`config.mk`:
```
export PLATFORM = sky130hd
export DESIGN_NAME = host_interrupt_status_logic
export DESIGN_NICKNAME = d
export VERILOG_FILES = /design/src/rtl/host_irq_pkg.sv /design/src/rtl/tx_status_word_builder.sv /design/src/rtl/host_interrupt_status_logic.sv
export SDC_FILE = /design/constraint.sdc
export NUM_CORES = 1
export LEC_CHECK = 0
export ABC_CLOCK_PERIOD_IN_PS = 1900
export BUFFER_PORTS_ARGS = -buffer_cell sky130_fd_sc_hd__buf_2
export CORE_MARGIN = 2
export CORE_UTILIZATION = 48
export CTS_CLUSTER_DIAMETER = 120
export DETAILED_ROUTE_END_ITERATION = 16
export PLACE_DENSITY = 0.77
export SLEW_MARGIN = 40
export SYNTH_ARGS = -nofsm -noshare
export SYNTH_HDL_FRONTEND = slang
export SYNTH_HIERARCHICAL = 1
export SYNTH_SLANG_ARGS = --single-unit
export TNS_END_PERCENT = 10
```
`constraint.sdc`:
```
create_clock -name clk_i -period 1.9 [get_ports clk_i]
set_input_delay 0.38 -clock clk_i [delete_from_list [all_inputs] [get_ports clk_i]]
set_output_delay 0.38 -clock clk_i [all_outputs]
set_load 0.01 [all_outputs]
```
`src/rtl/host_irq_pkg.sv`:
```
package host_irq_pkg;

  // Register byte offsets
  localparam logic [7:0] OFS_CTRL_ZERO = 8'h00;
  localparam logic [7:0] OFS_CAUSE_MASK = 8'h04;
  localparam logic [7:0] OFS_EVT_HIST  = 8'h08;
  localparam logic [7:0] OFS_TX_STATUS = 8'h0C;
  localparam logic [7:0] OFS_INIT_BASE = 8'h10;

  // Control bits of status_control_reg_zero
  localparam int BIT_INIT      = 0;
  localparam int BIT_START     = 1;
  localparam int BIT_STOP      = 2;
  localparam int BIT_INT_EN    = 6;
  localparam int BIT_INT_FLAG  = 7;
  localparam int CAUSE_LSB     = 8;
  localparam int BIT_ERR_SUM   = 15;

  // Cause vector: index within the flag field
  localparam int CAUSE_W       = 7;
  localparam int C_INIT_DONE   = 0;
  localparam int C_TX          = 1;
  localparam int C_RX          = 2;
  localparam int C_ERR_LSB     = 3;
  localparam int C_ERR_MSB     = 6;

  localparam logic [CAUSE_W-1:0] MASK_RESET = 7'h7F;
  localparam logic [7:0]         INIT_WORDS_DEF = 8'h0C;
  localparam logic [23:0]        WORD_BYTES = 24'h000002;
  localparam logic [23:0]        TX_STATUS_OFS = 24'h000002;

  // Transmit status word fields
  localparam int TX_BIT_ERR     = 14;
  localparam int TX_BIT_MORE    = 12;
  localparam int TX_BIT_ONE     = 11;
  localparam int TX_BIT_BUFF    = 10;
  localparam int TX_BIT_UNDER   = 9;
  localparam int TX_BIT_LATE    = 8;
  localparam int TX_BIT_CARRIER = 7;
  localparam int TX_BIT_RETRY   = 6;

  typedef enum logic {INIT_IDLE, INIT_FETCH} init_state_t;

endpackage

```
`src/rtl/tx_status_word_builder.sv`:
```
module tx_status_word_builder
  import host_irq_pkg::*;
(
  input  wire logic        clk_i,
  input  wire logic        rst_i,
  input  wire logic        frame_done_i,
  input  wire logic [3:0]  retries_i,
  input  wire logic        err_retry_i,
  input  wire logic        err_carrier_i,
  input  wire logic        err_late_coll_i,
  input  wire logic        err_underflow_i,
  input  wire logic        err_buffer_i,
  input  wire logic [23:0] desc_addr_i,
  output logic             wr_o,
  output logic [23:0]      wr_addr_o,
  output logic [15:0]      wr_data_o,
  output logic             done_o
);

  typedef struct packed {
    logic        wr;
    logic [23:0] addr;
    logic [15:0] word;
  } tx_st_t;

  tx_st_t st_reg;
  tx_st_t st_next;

  // Build the status word for one finished frame
  always_comb
  begin
    logic [15:0] w;
    logic        any_err;
    w       = 16'h0000;
    any_err = err_retry_i | err_carrier_i | err_late_coll_i | err_underflow_i | err_buffer_i;
    st_next = st_reg;
    st_next.wr = 1'b0;
    if (frame_done_i)
    begin
      w[TX_BIT_MORE]    = (retries_i > 4'h1);
      w[TX_BIT_ONE]     = (retries_i == 4'h1);
      w[TX_BIT_RETRY]   = err_retry_i;
      w[TX_BIT_CARRIER] = err_carrier_i;
      w[TX_BIT_LATE]    = err_late_coll_i;
      w[TX_BIT_UNDER]   = err_underflow_i;
      w[TX_BIT_BUFF]    = err_buffer_i;
      w[TX_BIT_ERR]     = any_err;
      st_next.wr   = 1'b1;
      st_next.word = w;
      st_next.addr = desc_addr_i + TX_STATUS_OFS;
    end
  end

  // Hold the word for its one-cycle writeback
  always_ff @(posedge clk_i)
  begin
    if (rst_i)
      st_reg <= '0;
    else
      st_reg <= st_next;
  end

  // Outputs straight from the register
  assign wr_o      = st_reg.wr;
  assign wr_addr_o = st_reg.addr;
  assign wr_data_o = st_reg.word;
  assign done_o    = st_reg.wr; // Status written back, raise transmit cause

endmodule // tx_status_word_builder

```
`src/rtl/host_interrupt_status_logic.sv`:
```
// Contract
// Interrupt on frame sent, frame received, initialization done or error.
// Register zero shows error summary, transmit, receive and init-done flags together.
// Writing one clears a flag in register zero; writing zero leaves it.
// Error summary is not writable; it drops once all error flags clear.
// Interrupt enable is bit 6 of register zero; zero there disables interrupt.
// Interrupt output is OR of pending causes gated by enable.
// No new edge while interrupt already high; host checks every flag.
// Error summary set only while some individual error flag is set.
// Transmit status goes to the descriptor word two bytes past its start.
// Status word flags more-than-one-retry and exactly-one-retry separately.
// Status word holds error summary plus retry, carrier, late, underflow, buffer.
// Host wraps its last-transmit pointer to ring start past the last entry.
// In loopback host holds transmit buffer until received data is compared.
// Host reruns the register init sequence after loading a new mode.
// Writing 0043 hex sets enable, start, init; fetches twelve init words.
// With enable clear, init completion only sets the flag for polling.
module host_interrupt_status_logic
  import host_irq_pkg::*;
#(
  parameter logic [7:0] INIT_WORDS = INIT_WORDS_DEF
)
(
  input  wire logic        clk_i,
  input  wire logic        rst_i,
  input  wire logic        wb_cyc_i,
  input  wire logic        wb_stb_i,
  input  wire logic        wb_we_i,
  input  wire logic [7:0]  wb_adr_i,
  input  wire logic [3:0]  wb_sel_i,
  input  wire logic [31:0] wb_dat_i,
  output logic [31:0]      wb_dat_o,
  output logic             wb_ack_o,
  output logic             irq_o,
  input  wire logic        rx_done_i,
  input  wire logic        mem_err_i,
  input  wire logic        missed_i,
  input  wire logic        coll_err_i,
  input  wire logic        babble_i,
  input  wire logic        tx_done_i,
  input  wire logic [3:0]  tx_retries_i,
  input  wire logic        tx_err_retry_i,
  input  wire logic        tx_err_carrier_i,
  input  wire logic        tx_err_late_coll_i,
  input  wire logic        tx_err_underflow_i,
  input  wire logic        tx_err_buffer_i,
  input  wire logic [23:0] tx_desc_addr_i,
  output logic             desc_wr_o,
  output logic [23:0]      desc_wr_addr_o,
  output logic [15:0]      desc_wr_data_o,
  output logic             init_dma_req_o,
  output logic [23:0]      init_dma_addr_o,
  input  wire logic        init_dma_ack_i,
  output logic             running_o
);

  import host_irq_pkg::*;

  // Refuse an empty init block
  if (INIT_WORDS == 8'h00)
  begin : g_bad_words
    $error("INIT_WORDS must be at least one");
  end

  // Flag field must sit below the summary bit
  if (CAUSE_LSB + CAUSE_W > BIT_ERR_SUM)
  begin : g_bad_field
    $error("cause field overlaps the summary bit");
  end

  // Error flags must lie inside the flag field
  if (C_ERR_MSB >= CAUSE_W)
  begin : g_bad_err_top
    $error("error flags run past the cause field");
  end

  // Error flag range must not be reversed
  if (C_ERR_LSB > C_ERR_MSB)
  begin : g_bad_err_order
    $error("error flag range reversed");
  end

  // Whole state of the block, registered as one
  typedef struct packed {
    logic              ack;
    logic [31:0]       dat;
    logic              int_en;
    logic              run;
    logic [CAUSE_W-1:0] cause;
    logic [CAUSE_W-1:0] mask;
    logic [CAUSE_W-1:0] hist;
    logic [15:0]       tx_word;
    logic [23:0]       init_base;
    init_state_t       init_st;
    logic [7:0]        word_cnt;
    logic [23:0]       dma_addr; // Address of the next word to fetch
    logic              irq;
  } state_t;

  // Current and next copy of the state
  state_t st_reg;
  state_t st_next;

  // Writeback results of the transmit side
  logic        tx_wr;
  logic [23:0] tx_addr;
  logic [15:0] tx_word;
  logic        tx_event;

  // Per-frame transmit status writeback
  tx_status_word_builder u_tx_status
  (
    .clk_i           (clk_i),
    .rst_i           (rst_i),
    .frame_done_i    (tx_done_i),
    .retries_i       (tx_retries_i),
    .err_retry_i     (tx_err_retry_i),
    .err_carrier_i   (tx_err_carrier_i),
    .err_late_coll_i (tx_err_late_coll_i),
    .err_underflow_i (tx_err_underflow_i),
    .err_buffer_i    (tx_err_buffer_i),
    .desc_addr_i     (tx_desc_addr_i),
    .wr_o            (tx_wr),
    .wr_addr_o       (tx_addr),
    .wr_data_o       (tx_word),
    .done_o          (tx_event)
  );

  // Bus decode and flag helpers
  logic               req;
  logic               acc;
  logic               wr_acc;
  logic [7:0]         adr;
  logic [31:0]        wmask;
  logic               init_done;
  logic [CAUSE_W-1:0] events;
  logic [CAUSE_W-1:0] w1c;
  logic               err_sum;
  logic               pending;
  logic [31:0]        reg0_view;
  logic [31:0]        rdata;

  // Bus decode: request, accepted access, byte lanes
  always_comb
  begin
    req    = wb_cyc_i & wb_stb_i;
    acc    = req & st_reg.ack;
    wr_acc = acc & wb_we_i;
    adr    = {wb_adr_i[7:2], 2'b00};
    wmask  = {{8{wb_sel_i[3]}}, {8{wb_sel_i[2]}}, {8{wb_sel_i[1]}}, {8{wb_sel_i[0]}}};
  end

  // Cause events and the register zero view
  always_comb
  begin
    init_done = (st_reg.init_st == INIT_FETCH) && init_dma_ack_i
                && (st_reg.word_cnt == INIT_WORDS - 8'h01);
    events = {babble_i, coll_err_i, missed_i, mem_err_i, rx_done_i, tx_event,
              init_done};
    w1c = (wr_acc && adr == OFS_CTRL_ZERO)
          ? (wb_dat_i[CAUSE_LSB +: CAUSE_W] & wmask[CAUSE_LSB +: CAUSE_W])
          : '0;
    err_sum = |st_reg.cause[C_ERR_MSB:C_ERR_LSB];
    pending = |(st_reg.cause & st_reg.mask);
    reg0_view = 32'h00000000;
    reg0_view[BIT_INIT]     = (st_reg.init_st == INIT_FETCH);
    reg0_view[BIT_START]    = st_reg.run;
    reg0_view[BIT_STOP]     = ~st_reg.run;
    reg0_view[BIT_INT_EN]   = st_reg.int_en;
    reg0_view[BIT_INT_FLAG] = pending;
    reg0_view[CAUSE_LSB +: CAUSE_W] = st_reg.cause;
    reg0_view[BIT_ERR_SUM]  = err_sum;
  end

  logic [CAUSE_W-1:0] cause_next;
  logic [CAUSE_W-1:0] hist_next;
  logic               hist_rd;

  // A read of the history register empties it
  assign hist_rd = acc & ~wb_we_i & (adr == OFS_EVT_HIST);

  // Sticky flags per bit; an event in the clearing cycle wins
  for (genvar i = 0; i < CAUSE_W; i++)
  begin : g_flag
    assign cause_next[i] = (st_reg.cause[i] & ~w1c[i]) | events[i];
    assign hist_next[i]  = (st_reg.hist[i] & ~hist_rd) | events[i];
  end

  // Read data mux, unmapped reads as zero
  always_comb
  begin
    case (adr)
      OFS_CTRL_ZERO:  rdata = reg0_view;
      OFS_CAUSE_MASK: rdata = {25'h0000000, st_reg.mask};
      OFS_EVT_HIST:   rdata = {25'h0000000, st_reg.hist};
      OFS_TX_STATUS:  rdata = {16'h0000, st_reg.tx_word};
      OFS_INIT_BASE:  rdata = {8'h00, st_reg.init_base};
      default:        rdata = 32'h00000000;
    endcase
  end

  // Next-state logic for bus, flags, init fetch and interrupt
  always_comb
  begin
    st_next = st_reg;
    st_next.ack = req & ~st_reg.ack;
    if (req & ~st_reg.ack)
      st_next.dat = rdata;
    // Sticky flags and history from the per-bit logic
    st_next.cause = cause_next;
    st_next.hist  = hist_next;
    if (tx_wr)
      st_next.tx_word = tx_word;
    // Init word fetch
    case (st_reg.init_st)
      INIT_IDLE:
      begin
        st_next.word_cnt = 8'h00;
        st_next.dma_addr = st_reg.init_base;
      end
      INIT_FETCH:
      begin
        if (init_dma_ack_i)
        begin
          if (init_done)
            st_next.init_st = INIT_IDLE;
          else
          begin
            st_next.word_cnt = st_reg.word_cnt + 8'h01;
            st_next.dma_addr = st_reg.dma_addr + WORD_BYTES;
          end
        end
      end
      default:
      begin
        st_next.init_st = INIT_IDLE;
      end
    endcase
    // Register writes at the acknowledged edge
    if (wr_acc)
    begin
      case (adr)
        OFS_CTRL_ZERO:
        begin
          if (wb_sel_i[0])
          begin
            st_next.int_en = wb_dat_i[BIT_INT_EN];
            if (wb_dat_i[BIT_START])
              st_next.run = 1'b1;
            if (wb_dat_i[BIT_INIT] && st_reg.init_st == INIT_IDLE)
            begin
              st_next.init_st  = INIT_FETCH;
              st_next.word_cnt = 8'h00;
              st_next.dma_addr = st_reg.init_base;
            end
            if (wb_dat_i[BIT_STOP])
            begin
              st_next.run     = 1'b0;
              st_next.int_en  = 1'b0;
              st_next.cause   = '0;
              st_next.init_st = INIT_IDLE;
            end
          end
        end
        OFS_CAUSE_MASK:
        begin
          st_next.mask = (st_reg.mask & ~wmask[CAUSE_W-1:0])
                         | (wb_dat_i[CAUSE_W-1:0] & wmask[CAUSE_W-1:0]);
        end
        OFS_INIT_BASE:
        begin
          st_next.init_base = (st_reg.init_base & ~wmask[23:0]) | (wb_dat_i[23:0] & wmask[23:0]);
        end
        default:
        begin
          st_next.run = st_reg.run;
        end
      endcase
    end
    // Level output; stays high while any cause pending, so no new edge
    st_next.irq = st_reg.int_en & pending;
  end

  // Register the whole state; mask comes up all enabled
  always_ff @(posedge clk_i)
  begin
    if (rst_i)
    begin
      st_reg         <= '0;
      st_reg.mask    <= MASK_RESET;
      st_reg.init_st <= INIT_IDLE;
    end
    else
    begin
      st_reg <= st_next;
    end
  end

  // Outputs
  assign wb_ack_o        = st_reg.ack;
  assign wb_dat_o        = st_reg.dat;
  assign irq_o           = st_reg.irq;
  assign desc_wr_o       = tx_wr;
  assign desc_wr_addr_o  = tx_addr;
  assign desc_wr_data_o  = tx_word;
  assign init_dma_req_o  = (st_reg.init_st == INIT_FETCH);
  assign init_dma_addr_o = st_reg.dma_addr;
  assign running_o       = st_reg.run;

endmodule // host_interrupt_status_logic

```
* After elaboration in Yosys (flattened, before gate mapping) *
Cells that the tools add are included.

word-level totals
  bits in registers = 155
  bits of input ports = 89
  output and inout bits = 101
  word-level logic and storage cells = 118

operators by class
  reduce and logical (&&, ||, !) cells = 12
  muxes and demuxes = 19
  bitwise operators = 61
  add/subtract/negate cells = 3
  magnitude comparators = 1
  eq/ne operators = 6

operator list
  cell                                                 number
  2-to-1 mux 33 bit                                    5
  case mux 24 bit (5 select lines)                     1
  case mux 32 bit (2 select lines)                     1
  adder 24 x 2 -> 24 bit, second input constant        2
  AND 24 bit                                           2
  2-to-1 mux 41 bit                                    1
  2-to-1 mux 32 bit                                    1
  AND 7 bit                                            4
  2-to-1 mux 7 bit                                     4
  inverter 24 bit                                      1
  OR 24 bit                                            1
  AND 1 bit                                            21
  OR 1 bit                                             18
  2-to-1 mux 14 bit                                    1
  equality test 6 x 2 -> 1 bit, second input constant  2
  inverter 1 bit                                       12
  2-to-1 mux 9 bit                                     1
  adder 8 x 1 -> 8 bit, second input constant          1
  equality test 8 x 4 -> 1 bit, second input constant  1
  logical NOT 8 bit                                    1
  inverter 7 bit                                       1
  OR 7 bit                                             1
  OR reduction 7 bit                                   1
  equality test 6 x 1 -> 1 bit, second input constant  1
  other kinds (10)                                     17

* Logic depth before layout (Yosys ltp) *
  word-level depth = 12
  depth in mapped cells = 7
  depth with buffers taken out = 6

* Cells and area by module *
Netlist, hierarchy kept.

by module, submodules not included
  module                       times used  cells each  area each (µm²)  seq. area each (µm²)
  host_interrupt_status_logic  1           626         5,560.3          2,442.3
  tx_status_word_builder       1           195         1,669.1          660.6

* Worst setup path after synthesis *
No wires, ideal clock.

  path type = reg2reg
  start point = reg st_reg[25] (netlist name)
  end point = reg st_reg, in the netlist init_dma_addr_o[8]
  stages on the path, launching flop included = 7
  clock period less this slack = 1.998 ns
  path buffers = 0
  arrival time = 1.860 ns
  slack = -0.098 ns
  data required time = 1.763 ns
  library setup time = 0.137 ns
  cell sequence = dfxtp_1 ha_1 nor4bb_1 a211oi_2 nand4_1 xor2_1 a211oi_1

on the way
  word-level cells in the longest chain between the ends = 9

RTL lines
  item                                  RTL line                            RTL
  from (decl)                           host_interrupt_status_logic.sv:101  state_t st_reg;
  from (signal assigned)                host_interrupt_status_logic.sv:295  st_reg <= st_next;
  equality test 8 x 4 -> 1 bit (*)      host_interrupt_status_logic.sv:157  && (st_reg.word_cnt == INIT_WORDS - 8'h01);
  logical AND 1 bit (*)                 host_interrupt_status_logic.sv:157
  2-to-1 mux 32 bit (*)                 host_interrupt_status_logic.sv:225  if (init_done)
  2-to-1 mux 33 bit (*)                 host_interrupt_status_logic.sv:223  if (init_dma_ack_i)
  case mux 32 bit (2 select lines) (*)  host_interrupt_status_logic.sv:215  case (st_reg.init_st)
  2-to-1 mux 33 bit                     host_interrupt_status_logic.sv:250  if (wb_dat_i[BIT_INIT] && st_reg.init_st == INIT_IDLE)
  2-to-1 mux 33 bit                     host_interrupt_status_logic.sv:245  if (wb_sel_i[0])
  2-to-1 mux 33 bit                     host_interrupt_status_logic.sv:242  case (adr)
  2-to-1 mux 33 bit (*)                 host_interrupt_status_logic.sv:240  if (wr_acc)

Every way passes the cells marked *; elsewhere a longest branch is shown, timed or not.
A chain may end at the register's enable or synchronous reset.

* Final worst setup path *
  start point = reg st_reg, in the netlist init_dma_req_o
  end point = out init_dma_req_o

RTL lines
  item       RTL line                           RTL
  to (decl)  host_interrupt_status_logic.sv:51  output logic init_dma_req_o,

No word-level cell between the ends.

==> flow_summary.toml <==
[drt]
first_pass_iters = 6
ant_nets = 0
dr.first_iter.drc_count = 549
post-route-drc-count = 0
via_per_inst = 5.52
vias = 6424
wl_per_cell_um = 16.5
wl_mm = 19.2

[clock_tree]
cts_buffer_depth = 2
cts_tree = "yes"
htreeDepth = 4
cts_setup_buffers = 0
cts.clk_slew.worst_paths_ns = 0.06
cts_root_buf = "clkbuf_16"
hold_buffers = 0
cts_resized = 0
clk_latency_ns = 0.42
numCtsBuffers = 17
clock_sinks = 155

[floorplan]
core_um2 = 14600
die_h_um = 127
rows = 44
die_area_um2 = 16100
initial_core_util = 0.494
dieWidth_um = 127
pin_count = 190

[timing]
finClkSkew_ns = 0.00941
timing.final.crit_share = 0.960
rsz0062_at_grt = "no"
finalCriticalPeriod_ns = 1.82
max_slew.worst_pin.slew_ns = 0.537
drv_slew = 0
finalSetupViolCount = 0
hold_viol_final = 0
slew_headroom = 0.640
fmax_mhz = 548

[flow_run]
drv_cap = 0

[worst_setup_path]
crit_type = "flip-flop to output pin"
worst_setup_path_start_kind = "flip-flop"
crit_fanout = 50
path_cells = "buf_4 -> buf_2"
crit_required_ns = 1.52
end_kind = "output pin"
critPathTopFamily = "buffers and inverters"
path_buf_inv = 2
cp-startpoint = "init_dma_req_o"
crit-reg2reg-launch = "st_reg[25]"
slowest_stage = "buf_4"
cp.arrival_ns = 1.44
slowest_delay_ns = 0.44
r2r_setup_slack_ns = 0.13

[place]
globalplace.congestion = 0.905
placed_area_um2 = 8120
dp_hpwl_mm = 14.1
io_buffers = 162

[synthesis]
syn_area_um2 = 7230
synth_cells = 821
synth-seq-cells = 155
seq_area_frac_synth = 0.429
yosysUniqueCellTypes = 58
avgSynthCellArea_um2 = 8.81
yosys_warnings = 6

[global_routing]
grt_usage = 0.237
antenna_found_initial = 0
grt_pass1_wl_mm = 30.2
grt_pass1_vias = 5910
grt_max_degree = 51
overflow = 0

[cells_and_area]
final_common_cell = "buf_2"
num_antenna_cells = 0
final_cell_mix = "buf_2, dfxtp_1, nor2_1"
area_growth_pct = 21.1
fill_cells = 1297
drive_above_1_share = 0.274
stdcell_area_um2 = 8760
fin_nets = 1060

[status]
status = "finished, final reports clean"

[hold_path]
hp-class = "input pin to flip-flop"
hp-start = "wb_dat_i[16]"

[power]
powerDensity_nw_per_um2 = 871
p_total_mw = 7.63
p_leak_nw = 3.77
irDropWorstVdd_uv = 615
## stage by stage
step           setup WS [ns]  instances   util  setup TNS, ns  hold WS [ns]
2_1_floorplan        -0.0640        835      -         -0.448         0.426
3_3_place_gp         -0.0504       1133  0.555         -0.675         0.429
3_5_place_dp         -0.0895       1133  0.555          -1.42         0.435
4_1_cts               0.0317       1163  0.597              0         0.191
5_1_grt              0.00160       1163  0.598              0         0.197
6_report              0.0761       1163  0.598              0         0.203
## per-layer routing
metal / vias to the layer above / wire length [um] / GRT usage / part of all wire
li1: 3126 / - / - / -
met5: - / 0 / 0 / 0
met2: 261 / 8850 / 0.374 / 0.46
met4: 0 / 291 / 0.0763 / 0.015
met1: 3015 / 8680 / 0.324 / 0.45
met3: 22 / 1400 / 0.0553 / 0.073
## power breakdown
part / total, mW / switching [mW] / internal, mW
logic: 0.573 / 0.333 / 0.240
registers: 3.40 / 0.0603 / 3.34
clock network: 3.66 / 1.35 / 2.32
## path summary, 6_finish.rpt
check                                            to  cells after the start
worst max-delay path                 init_dma_req_o                      2
worst min-delay path                      flip-flop                      3
worst max register to register  init_dma_addr_o[23]                      8
worst min register to register          wb_dat_o[9]                      1
## worst register-to-register path, stage by stage (launching register included)
cell and delay (ns):
dfxtp_1 0.31, ha_1 0.21, nor4bb_4 0.16, buf_4 0.16
a21oi_2 0.13, buf_4 0.19, nand4_1 0.15, xor2_1 0.17
a211oi_1 0.22
## cell type report
cell class / count / area [um^2] / share of cell area
flip-flops and latches: 155 / 3100 / 0.354
well taps: 184 / 230 / 0.0263
clock buffers: 19 / 433 / 0.0494
multi-input cells: 557 / 3450 / 0.394
clock inverters: 11 / 196 / 0.0224
repair buffers: 223 / 1300 / 0.148
inverters: 14 / 52.6 / 0.00600
## Yosys cell counts, drive strengths merged
library cell  number  area (um^2)
dfxtp            155         3100
nor2             125          469
buf               78          549
nand2             62          233
a21oi             46          238
a211oi            44          335
mux2i             44          440
nand3             34          188
clkbuf            30          135
xor2              28          245
nand4             17          106
inv               14         52.6
xnor2             13          114
a22oi             12         90.1
a21o               9         67.6
and3               9         56.3
a222oi             8         80.1
a311oi             8         70.1
and4               8         70.1
nor3               8         45.0
or3                8         62.6
a211o              7         61.3
or4                7         56.3
o21ai              6         30.0
nor3b              5         53.8
nor4               5         31.3
o31ai              5         37.5
a221oi             4         35.0
ha                 3         37.5
a31oi              2         12.5
and2               2         12.5
conb               2         7.51
nand2b             2         12.5
or2                2         12.5
a22o               1         8.76
and3b              1         8.76
dlygate4sd3        1         10.0
nand3b             1         7.51
nor2b              1         6.26
nor4b              1         8.76
nor4bb             1         10.0
o41ai              1         8.76
or4b               1         10.0
## logic make-up (layout without fill, tap and decap cells)
group | after synthesis | after routing | share of synthesized area
muxes | 44 | 44 | 0.0609
AOI/OAI and AO/OA | 153 | 153 | 0.149
and+or+nand+nor | 300 | 300 | 0.202
buffers and inverters | 123 | 267 | 0.103
DFF | 155 | 155 | 0.429
other | 2 | 16 | 0.00104
adders and majority gates | 3 | 3 | 0.00519
xor gates and xnor gates | 41 | 41 | 0.0497
(Power assumes the default switching activity.)
